### src/design/cssc_cfg.svh
`ifndef CSSC_CFG_SVH
`define CSSC_CFG_SVH

// ----------------------------------------------------------------
// register map (byte addresses, one word each)
// ----------------------------------------------------------------
`define CSSC_AW            8
`define CSSC_DW            32
`define CSSC_OFF_CTRL      8'h00
`define CSSC_OFF_DIV       8'h04
`define CSSC_OFF_TXBUF     8'h08
`define CSSC_OFF_RXBUF     8'h0C
`define CSSC_OFF_STAT      8'h10

// ----------------------------------------------------------------
// field layout and reset values
// ----------------------------------------------------------------
`define CSSC_CTRL_W        13
`define CSSC_CTRL_RST      13'h0000
`define CSSC_DIV_W         8
`define CSSC_DIV_RST       8'h00
`define CSSC_ST_TXEMPTY    0
`define CSSC_ST_RXDONE     1
`define CSSC_ST_OVR        2
`define CSSC_ST_TXIRQ      3
`define CSSC_ST_RXIRQ      4
`define CSSC_ST_BUFEMPTY   5
`define CSSC_ST_BUFFULL    6
`define CSSC_LINE_RST      1'b1

// ----------------------------------------------------------------
// count sources and framing
// ----------------------------------------------------------------
`define CSSC_SRC_F1        2'h0
`define CSSC_SRC_F8        2'h1
`define CSSC_PRE_W         5
`define CSSC_PRE_F8        3'h7
`define CSSC_PRE_F32       5'h1F
`define CSSC_CNT_W         4
`define CSSC_LAST_BIT      4'h7
`define CSSC_WORD_W        8
`define CSSC_FIFO_DEPTH    8
`define CSSC_DUMMY         8'hFF

`endif

### src/design/cssc_pkg.sv
`default_nettype none
`include "cssc_cfg.svh"

package cssc_pkg;

  // control register, msb first
  typedef struct packed {
    logic [1:0] src_sel;
    logic       cont_rx;
    logic       clk_pin_sel;
    logic       flow_en;
    logic       txirq_done;
    logic       pin_inv;
    logic       data_inv;
    logic       lsb_first;
    logic       clk_pol;
    logic       clk_ext;
    logic       rx_en;
    logic       tx_en;
  } cssc_ctrl_s;

  typedef enum logic {CSSC_IDLE, CSSC_SHIFT} cssc_state_e;

  typedef struct packed {
    logic txd;
    logic rts_n;
    logic clk0;
    logic clk0_oe;
    logic clk1;
    logic clk1_oe;
  } cssc_pins_s;

  typedef struct packed {
    cssc_ctrl_s                 ctrl;
    logic [`CSSC_DIV_W-1:0]     div;
    cssc_state_e                state;
    logic [`CSSC_PRE_W-1:0]     pre;
    logic [`CSSC_DIV_W-1:0]     brg;
    logic                       sclk;
    logic                       ext_prev;
    logic [`CSSC_CNT_W-1:0]     bitcnt;
    logic [`CSSC_WORD_W-1:0]    tx_sh;
    logic [`CSSC_WORD_W-1:0]    rx_sh;
    logic [`CSSC_WORD_W-1:0]    rx_buf;
    logic                       rx_full;
    logic                       ovr;
    logic                       tx_irq;
    logic                       rx_irq;
    logic                       txd;
    logic                       rts_n;
    logic [`CSSC_DW-1:0]        rdata;
  } cssc_regs_s;

endpackage

`default_nettype wire

### src/design/cssc_top.sv
// Functional notes
// [RL1] software picks which clock edge changes tx data and samples rx data
// [RL2] words shift msb first or lsb first, both directions
// [RL3] data inversion flips tx data on write and rx data on read
// [RL4] pin inversion flips txd output level and rxd input level
// [RL5] tx request raised on buffer empty or on word complete, selectable
// [RL6] flow control: wait for cts before sending, drive rts when ready
// [RL7] error flag for failed receive; only overrun is detected
// [RL8] two clock output pins, clock driven on the selected one
// [RL9] continuous receive: one dummy write, then each read enables next word
// [RL10] transmission starts only with tx enable set and a buffer write
// [RL11] completion shown by request bits, tx-empty and rx-complete flags
// [RL12] both directions double buffered
// [RL13] internal clock: device drives clock and shifts on buffer write
// [RL14] external clock: shift only on peer clock after enable and load
// [RL15] bit rate is source over 2(n+1), three prescaled sources
// [RL16] receive needs tx and rx enable, started by dummy write
// [RL17] buffer-empty source: request when word moves into shift register
// [RL18] continuous receive: rx buffer read acts as dummy tx write
// [RL19] overrun when a word completes while previous one is unread
//
// Decided for this implementation: the address-and-strobe port and the placing of the registers.
`timescale 1ns/1ns
`default_nettype none
`include "cssc_cfg.svh"

// ----------------------------------------------------------------
// transmit fifo
// ----------------------------------------------------------------
module cssc_fifo #(
  parameter int W = `CSSC_WORD_W,
  parameter int D = `CSSC_FIFO_DEPTH
) (
  input  wire logic         clk,
  input  wire logic         rst,
  input  wire logic         in_valid,
  output logic              in_ready,
  input  wire logic [W-1:0] in_data,
  output logic              out_valid,
  input  wire logic         out_ready,
  output logic [W-1:0]      out_data
);
  localparam int PW = (D > 1) ? $clog2(D) : 1;
  localparam int CW = $clog2(D + 1);
  localparam logic [PW-1:0] LAST = PW'(D - 1);
  localparam logic [CW-1:0] FULL = CW'(D);

  typedef struct packed {
    logic [PW-1:0] wp;
    logic [PW-1:0] rp;
    logic [CW-1:0] cnt;
  } cssc_fifo_st_s;

  cssc_fifo_st_s q;
  cssc_fifo_st_s d;
  logic [W-1:0]  mem [D];
  logic          push;
  logic          pop;

  assign in_ready  = (q.cnt != FULL);
  assign out_valid = (q.cnt != '0);
  assign out_data  = mem[q.rp];

  always_comb begin
    d    = q;
    push = in_valid && in_ready;
    pop  = out_valid && out_ready;
    if (push) begin
      d.wp = (q.wp == LAST) ? '0 : PW'(q.wp + 1'b1);
    end
    if (pop) begin
      d.rp = (q.rp == LAST) ? '0 : PW'(q.rp + 1'b1);
    end
    case ({push, pop})
      2'b10:   d.cnt = CW'(q.cnt + 1'b1);
      2'b01:   d.cnt = CW'(q.cnt - 1'b1);
      default: d.cnt = q.cnt;
    endcase
  end

  always_ff @(posedge clk or posedge rst) begin
    if (rst) begin
      q <= '0;
    end else begin
      q <= d;
    end
  end

  // storage has no reset; only written entries are ever read
  always_ff @(posedge clk) begin
    if (push) begin
      mem[q.wp] <= in_data;
    end
  end

endmodule // cssc_fifo

// ----------------------------------------------------------------
// serial channel
// ----------------------------------------------------------------
module cssc_top (
  input  wire logic                   clk,
  input  wire logic                   rst,
  input  wire logic [`CSSC_AW-1:0]    addr,
  input  wire logic [`CSSC_DW-1:0]    wdata,
  input  wire logic                   wr,
  input  wire logic                   rd,
  output logic      [`CSSC_DW-1:0]    rdata,
  output logic                        tx_ready,
  input  wire logic                   rxd_i,
  input  wire logic                   cts_n_i,
  input  wire logic                   ext_clk_i,
  output cssc_pkg::cssc_pins_s        pins_o
);

  cssc_pkg::cssc_regs_s      q;
  cssc_pkg::cssc_regs_s      d;
  logic                      fifo_push;
  logic [`CSSC_WORD_W-1:0]   fifo_wdata;
  logic                      fifo_valid;
  logic [`CSSC_WORD_W-1:0]   fifo_rdata;
  logic                      start;
  logic                      done;
  logic                      src_en;
  logic                      tick;
  logic                      idle_lvl;
  logic                      chg_edge;
  logic                      smp_edge;
  logic                      rx_bit;
  logic [`CSSC_WORD_W-1:0]   rx_next;
  logic                      shifting;

  // [RL12] transmit side buffered ahead of the shift register
  cssc_fifo #(
    .W (`CSSC_WORD_W),
    .D (`CSSC_FIFO_DEPTH)
  ) u_txfifo (
    .clk       (clk),
    .rst       (rst),
    .in_valid  (fifo_push),
    .in_ready  (tx_ready),
    .in_data   (fifo_wdata),
    .out_valid (fifo_valid),
    .out_ready (start),
    .out_data  (fifo_rdata)
  );

  assign rdata    = q.rdata;
  assign shifting = (q.state == cssc_pkg::CSSC_SHIFT);
  // the first edge away from idle is always the change edge
  assign idle_lvl = ~q.ctrl.clk_pol;

  // ----------------------------------------------------------------
  // pins
  // ----------------------------------------------------------------
  // [RL8] clock on the selected pin only
  always_comb begin
    pins_o.txd     = q.txd;
    pins_o.rts_n   = q.rts_n;
    pins_o.clk0    = q.sclk;
    pins_o.clk1    = q.sclk;
    pins_o.clk0_oe = ~q.ctrl.clk_ext & ~q.ctrl.clk_pin_sel;
    pins_o.clk1_oe = ~q.ctrl.clk_ext & q.ctrl.clk_pin_sel;
  end

  // ----------------------------------------------------------------
  // next state
  // ----------------------------------------------------------------
  always_comb begin
    d          = q;
    fifo_push  = 1'b0;
    fifo_wdata = '0;
    tick       = 1'b0;
    chg_edge   = 1'b0;
    smp_edge   = 1'b0;
    done       = 1'b0;
    rx_bit     = rxd_i ^ q.ctrl.pin_inv;
    rx_next    = q.rx_sh;
    d.rdata    = '0;
    d.pre      = `CSSC_PRE_W'(q.pre + 1'b1);
    d.ext_prev = ext_clk_i;

    // [RL15] count source select
    case (q.ctrl.src_sel)
      `CSSC_SRC_F1: src_en = 1'b1;
      `CSSC_SRC_F8: src_en = (q.pre[2:0] == `CSSC_PRE_F8);
      default:      src_en = (q.pre == `CSSC_PRE_F32);
    endcase

    // register writes; clears come first so hardware sets win
    if (wr) begin
      case (addr)
        `CSSC_OFF_CTRL: d.ctrl = cssc_pkg::cssc_ctrl_s'(wdata[`CSSC_CTRL_W-1:0]);
        `CSSC_OFF_DIV:  d.div  = wdata[`CSSC_DIV_W-1:0];
        `CSSC_OFF_TXBUF: begin
          // [RL10] writes while disabled are dropped
          fifo_push  = q.ctrl.tx_en;
          // [RL3] invert on write
          fifo_wdata = wdata[`CSSC_WORD_W-1:0] ^ {`CSSC_WORD_W{q.ctrl.data_inv}};
        end
        `CSSC_OFF_STAT: begin
          if (wdata[`CSSC_ST_OVR]) begin
            d.ovr = 1'b0;
          end
          if (wdata[`CSSC_ST_TXIRQ]) begin
            d.tx_irq = 1'b0;
          end
          if (wdata[`CSSC_ST_RXIRQ]) begin
            d.rx_irq = 1'b0;
          end
        end
        default: ;
      endcase
    end

    if (rd) begin
      case (addr)
        `CSSC_OFF_CTRL: d.rdata = `CSSC_DW'(q.ctrl);
        `CSSC_OFF_DIV:  d.rdata = `CSSC_DW'(q.div);
        `CSSC_OFF_RXBUF: begin
          // [RL3] invert on read
          d.rdata   = `CSSC_DW'(q.rx_buf ^ {`CSSC_WORD_W{q.ctrl.data_inv}});
          d.rx_full = 1'b0;
          // [RL18] read doubles as dummy write
          if (q.ctrl.cont_rx) begin
            fifo_push  = 1'b1;
            fifo_wdata = `CSSC_DUMMY;
          end
        end
        `CSSC_OFF_STAT: begin
          // [RL11] completion flags
          d.rdata[`CSSC_ST_TXEMPTY]  = ~shifting;
          d.rdata[`CSSC_ST_RXDONE]   = q.rx_full;
          d.rdata[`CSSC_ST_OVR]      = q.ovr;
          d.rdata[`CSSC_ST_TXIRQ]    = q.tx_irq;
          d.rdata[`CSSC_ST_RXIRQ]    = q.rx_irq;
          d.rdata[`CSSC_ST_BUFEMPTY] = ~fifo_valid;
          d.rdata[`CSSC_ST_BUFFULL]  = ~tx_ready;
        end
        default: d.rdata = '0;
      endcase
    end

    // [RL6] hold off until peer allows; [RL10] [RL16] needs tx enable
    start = ~shifting && q.ctrl.tx_en && fifo_valid && (~q.ctrl.flow_en || ~cts_n_i);

    // [RL13] internal bit-rate generator runs only within a word
    if (shifting && ~q.ctrl.clk_ext && src_en) begin
      if (q.brg == '0) begin
        tick  = 1'b1;
        d.brg = q.div;
      end else begin
        d.brg = `CSSC_DIV_W'(q.brg - 1'b1);
      end
    end

    // [RL1] edge roles follow the clock polarity choice
    if (q.ctrl.clk_ext) begin
      // [RL14] peer clock, only while a word is loaded
      chg_edge = shifting && (ext_clk_i != q.ext_prev) && (q.ext_prev == idle_lvl);
      smp_edge = shifting && (ext_clk_i != q.ext_prev) && (q.ext_prev != idle_lvl);
    end else begin
      chg_edge = tick && (q.sclk == idle_lvl);
      smp_edge = tick && (q.sclk != idle_lvl);
    end
    if (tick) begin
      d.sclk = ~q.sclk;
    end

    case (q.state)
      cssc_pkg::CSSC_IDLE: begin
        d.sclk = idle_lvl;
        d.txd  = ~q.ctrl.pin_inv;
        if (start) begin
          d.state  = cssc_pkg::CSSC_SHIFT;
          d.tx_sh  = fifo_rdata;
          d.bitcnt = '0;
          d.brg    = q.div;
          // [RL17] [RL5] buffer-empty request on transfer to shifter
          if (~q.ctrl.txirq_done) begin
            d.tx_irq = 1'b1;
          end
        end
      end
      cssc_pkg::CSSC_SHIFT: begin
        if (chg_edge) begin
          // [RL2] [RL4] next bit out, pin polarity applied
          if (q.ctrl.lsb_first) begin
            d.txd   = q.tx_sh[0] ^ q.ctrl.pin_inv;
            d.tx_sh = {1'b0, q.tx_sh[`CSSC_WORD_W-1:1]};
          end else begin
            d.txd   = q.tx_sh[`CSSC_WORD_W-1] ^ q.ctrl.pin_inv;
            d.tx_sh = {q.tx_sh[`CSSC_WORD_W-2:0], 1'b0};
          end
        end
        if (smp_edge) begin
          // [RL2] [RL4] bit in, same order as out
          if (q.ctrl.lsb_first) begin
            rx_next = {rx_bit, q.rx_sh[`CSSC_WORD_W-1:1]};
          end else begin
            rx_next = {q.rx_sh[`CSSC_WORD_W-2:0], rx_bit};
          end
          d.rx_sh  = rx_next;
          d.bitcnt = `CSSC_CNT_W'(q.bitcnt + 1'b1);
          done     = (q.bitcnt == `CSSC_LAST_BIT);
        end
        if (done) begin
          d.state = cssc_pkg::CSSC_IDLE;
          // [RL5] word-complete request
          if (q.ctrl.txirq_done) begin
            d.tx_irq = 1'b1;
          end
          // [RL16] receive kept only with rx enable
          if (q.ctrl.rx_en) begin
            // [RL19] [RL7] unread word overwritten, overrun flagged
            if (d.rx_full) begin
              d.ovr = 1'b1;
            end
            // [RL12] receive buffer frees the shift register
            d.rx_buf  = rx_next;
            d.rx_full = 1'b1;
            d.rx_irq  = 1'b1;
          end
        end
      end
      default: d.state = cssc_pkg::CSSC_IDLE;
    endcase

    // [RL6] ready to receive while the buffer is free
    d.rts_n = ~(q.ctrl.flow_en && q.ctrl.rx_en && ~q.rx_full);
  end

  always_ff @(posedge clk or posedge rst) begin
    if (rst) begin
      q       <= '0;
      q.ctrl  <= cssc_pkg::cssc_ctrl_s'(`CSSC_CTRL_RST);
      q.div   <= `CSSC_DIV_RST;
      q.ext_prev <= `CSSC_LINE_RST;
      q.sclk  <= `CSSC_LINE_RST;
      q.txd   <= `CSSC_LINE_RST;
      q.rts_n <= `CSSC_LINE_RST;
    end else begin
      q <= d;
    end
  end
endmodule // cssc_top

`default_nettype wire

### config.mk
export PLATFORM = sky130hd
export DESIGN_NAME = cssc_top
export DESIGN_NICKNAME = d
export VERILOG_FILES = /design/src/design/cssc_pkg.sv /design/src/design/cssc_top.sv
export VERILOG_INCLUDE_DIRS = /design/src /design/src/design
export SDC_FILE = /design/constraint.sdc
export NUM_CORES = 1
export LEC_CHECK = 0
export BUFFER_PORTS_ARGS = -buffer_cell sky130_fd_sc_hd__buf_2
export CORE_ASPECT_RATIO = 1.5
export CORE_MARGIN = 2
export CORE_UTILIZATION = 35
export CTS_BUF_LIST = sky130_fd_sc_hd__clkbuf_2
export DETAILED_ROUTE_END_ITERATION = 16
export REMOVE_ABC_BUFFERS = 1
export SLEW_MARGIN = 20
export SYNTH_ARGS = -nofsm -noshare
export SYNTH_HDL_FRONTEND = slang
export SYNTH_SLANG_ARGS = --single-unit
### constraint.sdc
create_clock -name clk -period 6.5 [get_ports clk]
set_clock_uncertainty 0.15 [all_clocks]
set_input_delay 1.95 -clock clk [delete_from_list [all_inputs] [get_ports clk]]
set_output_delay 1.95 -clock clk [all_outputs]
set_load 0.02 [all_outputs]
==> metrics.yaml <==
outcome: "completed"
dp_slack_ns: 1.82
holdCritPathClass: "reg -> reg"
cts_max_level: 4
arrival_ns: 1.91
synth.area.top_cells: "dfrtp_1 (30%), edfxtp_1 (26%), mux2_2 (8.5%)"
min_period_ns: 4.01
endpoint_kind: "output pin"
setup_ws_ns: 2.49
clkTransAtPathRegs_ns: 0.21
firstDrtPassIters: 4
vias: 4332
syn_area_mm2: 0.00743
grt_max_degree: 52
synth-edff-count: 64
final_nets: 649
hold_depth: 1
rr_worst_depth: 10
drive_above_1_share_pct: 29.2
die_area_mm2: 0.0224
gp_congestion: 0.852
yosys-top-cells-count: "dfrtp_1 (90), edfxtp_1 (64), mux2_2 (56)"
syn2layout_area_growth_pct: 7.81
p_per_area_mw_per_mm2: 215
worstHoldStart: "q[76]"
clockBufferDepth: 2
insertion_delay_ns: 0.71
yosysTopAreaCellShare_pct: 30.3
fill_cells: 2032
grt_pass1_wl_um: 25300
dieHeight_um: 182
ys_ff_latch: 158
path_max_fanout: 7
setup_tns_ns: 0
setup.worst_path.start: "u_txfifo.q[1]"
syn_area_per_cell_um2: 13.4
finalWirelength_um: 15900
setup_viol: 0
drc: 0
ys.flop_type: "dfrtp_1"
antenna_left: 0
crit_slowest_cell: "dfrtp_1"
finalCritPeriodShare_pct: 61.7
ir_drop_uv: 151
cts_tree: "yes"
drt_iter0_markers: 171
r2r_slack_ns: 3.09
cts_root_buffer: "clkbuf_2"
whs_endpoint: "q[76]"
via_per_inst: 4.97
hold_viol_final: 0
rows: 65
wire_per_inst_um: 18.3
fp.dieW_um: 123
synthesis.instances: 555
start_kind: "flop"
drv_cap: 0
post_cts.repair.setup_buffers: 0
yosysMostFrequentCell: "dfrtp_1"
critPathKind: "reg -> out"
ioPinCount: 86
grt_usage_pct: 15.1
yosysSeqAreaShare_pct: 57.6
antenna_found_initial: 1
hpwl_um: 11600
first_global_vias: 4665
yosysTopAreaCell: "dfrtp_1"
timing.fmax_mhz: 249
clock-sinks: 158
ctsResizeCount: 0
crit_chain: "nor3_1 -> nand2_1 -> buf_2"
grt.overflow.total: 0
finalMaxSlewViolations: 0
hold_buffers: 0
grt_setup_unrepaired: "false"
max_stage_delay_ns: 0.51
slew-limit-headroom_pct: 32.5
start_util_pct: 35.4
worstPathRequired_ns: 4.40
ys_async_sr_fraction_pct: 59.5
regToRegStartpoint: "u_txfifo.q[1]"
r2r_end: "u_txfifo.q[2]"
design.core.area_mm2: 0.0210
ys_types: 57
tightest_slew_ns: 1.01
synth_warnings: 0
cts_inserted_buffers: 17
io_buffers: 47
p_leak_nw: 3.38
registers in the layout, indices dropped and copies added (netlist names):
signal        cells
pins_o            3
q                67
rdata            13
shifting          1
u_txfifo.mem     64
u_txfifo.q       10
area by class of cell:
type,instances,area [um^2],area share [%]
Sequential cell,158,4280,53.4
Clock inverter,14,169,2.11
Antenna cell,1,2.50,0.0312
Inverter,14,55.1,0.687
Clock buffer,18,90.1,1.12
Tap cell,268,335,4.18
Timing Repair Buffer,55,295,3.68
Multi-Input combinational cell,343,2790,34.8
critical path, delay by kind of cell, from the launching register on:
kind,cells,cell delay [ns]
flops,1,0.51
simple gates,2,0.50
buf+inv,1,0.20
cells by family after synthesis:
group / after synthesis / share of synthesized area, %
flip-flops: 158 / 57.6
AND/OR/NAND/NOR: 117 / 8.74
multiplexers: 85 / 15.1
AO/OA/AOI/OAI: 77 / 6.62
buffers and inverters: 72 / 5.98
XOR/XNOR: 32 / 3.77
adder cells (fa/ha/maj): 13 / 2.19
other: 1 / 0.0504
placed cells by master (no fill, tap or decap), types with 4 or more instances in the layout:
cell type  netlist  final
a21oi_1         22     22
a22oi_1         14     14
and2_1           6      6
buf_2            6     47
buf_4           38      8
clkbuf_2         1     18
clkinv_4         0      4
conb_1           1     19
dfrtp_1         90     90
dfstp_2          4      4
edfxtp_1        64     64
ha_1            13     13
inv_1           14     13
mux2_2          56     56
mux2i_1         12     12
mux4_2          16     16
nand2_1         26     26
nand3_1         14     14
nand3b_1         5      5
nor2_1          24     24
nor3_1          10     10
nor3b_1          6      4
o211ai_1         4      4
o21ai_0         20     20
xnor2_1         13     13
xor2_1          19     19
per-stage QoR:
step	utilization [%]	cell area (um^2)	cells	power (mW)	hold WS (ns)
2_1_floorplan	-	7110	515	1.14	0.272
3_3_place_gp	36.9	7750	838	1.17	0.287
3_5_place_dp	36.9	7750	838	1.17	0.298
4_1_cts	38.2	8010	870	1.74	0.324
5_1_grt	38.2	8010	871	1.79	0.357
6_report	38.2	8010	871	1.72	0.320
per-layer routing:
metal	vias to the layer above	global-route usage (%)	part of all wire, %
met2	103	27.5	55
met5	-	0	0
met3	29	3.03	3.8
li1	2036	-	-
met1	2164	16.5	37
met4	0	7.09	3.7
worst max path at each step:
stage,end,slack [ns],cells past startpoint
finish,tx_ready,2.49,3
global placement,u_txfifo.mem[2][1],1.83,7
global route,tx_ready,2.30,3
floorplan,u_txfifo.mem[2][0],1.81,5
CTS,tx_ready,2.38,3
detailed placement,u_txfifo.mem[2][1],1.82,7
power by group:
| part | switching [mW] | internal [mW] |
|---|---|---|
| Sequential | 0.0195 | 1.05 |
| Clock | 0.353 | 0.218 |
| Combinational | 0.0530 | 0.0336 |
| Total | 0.425 | 1.30 |
(Power assumes the default switching activity.)
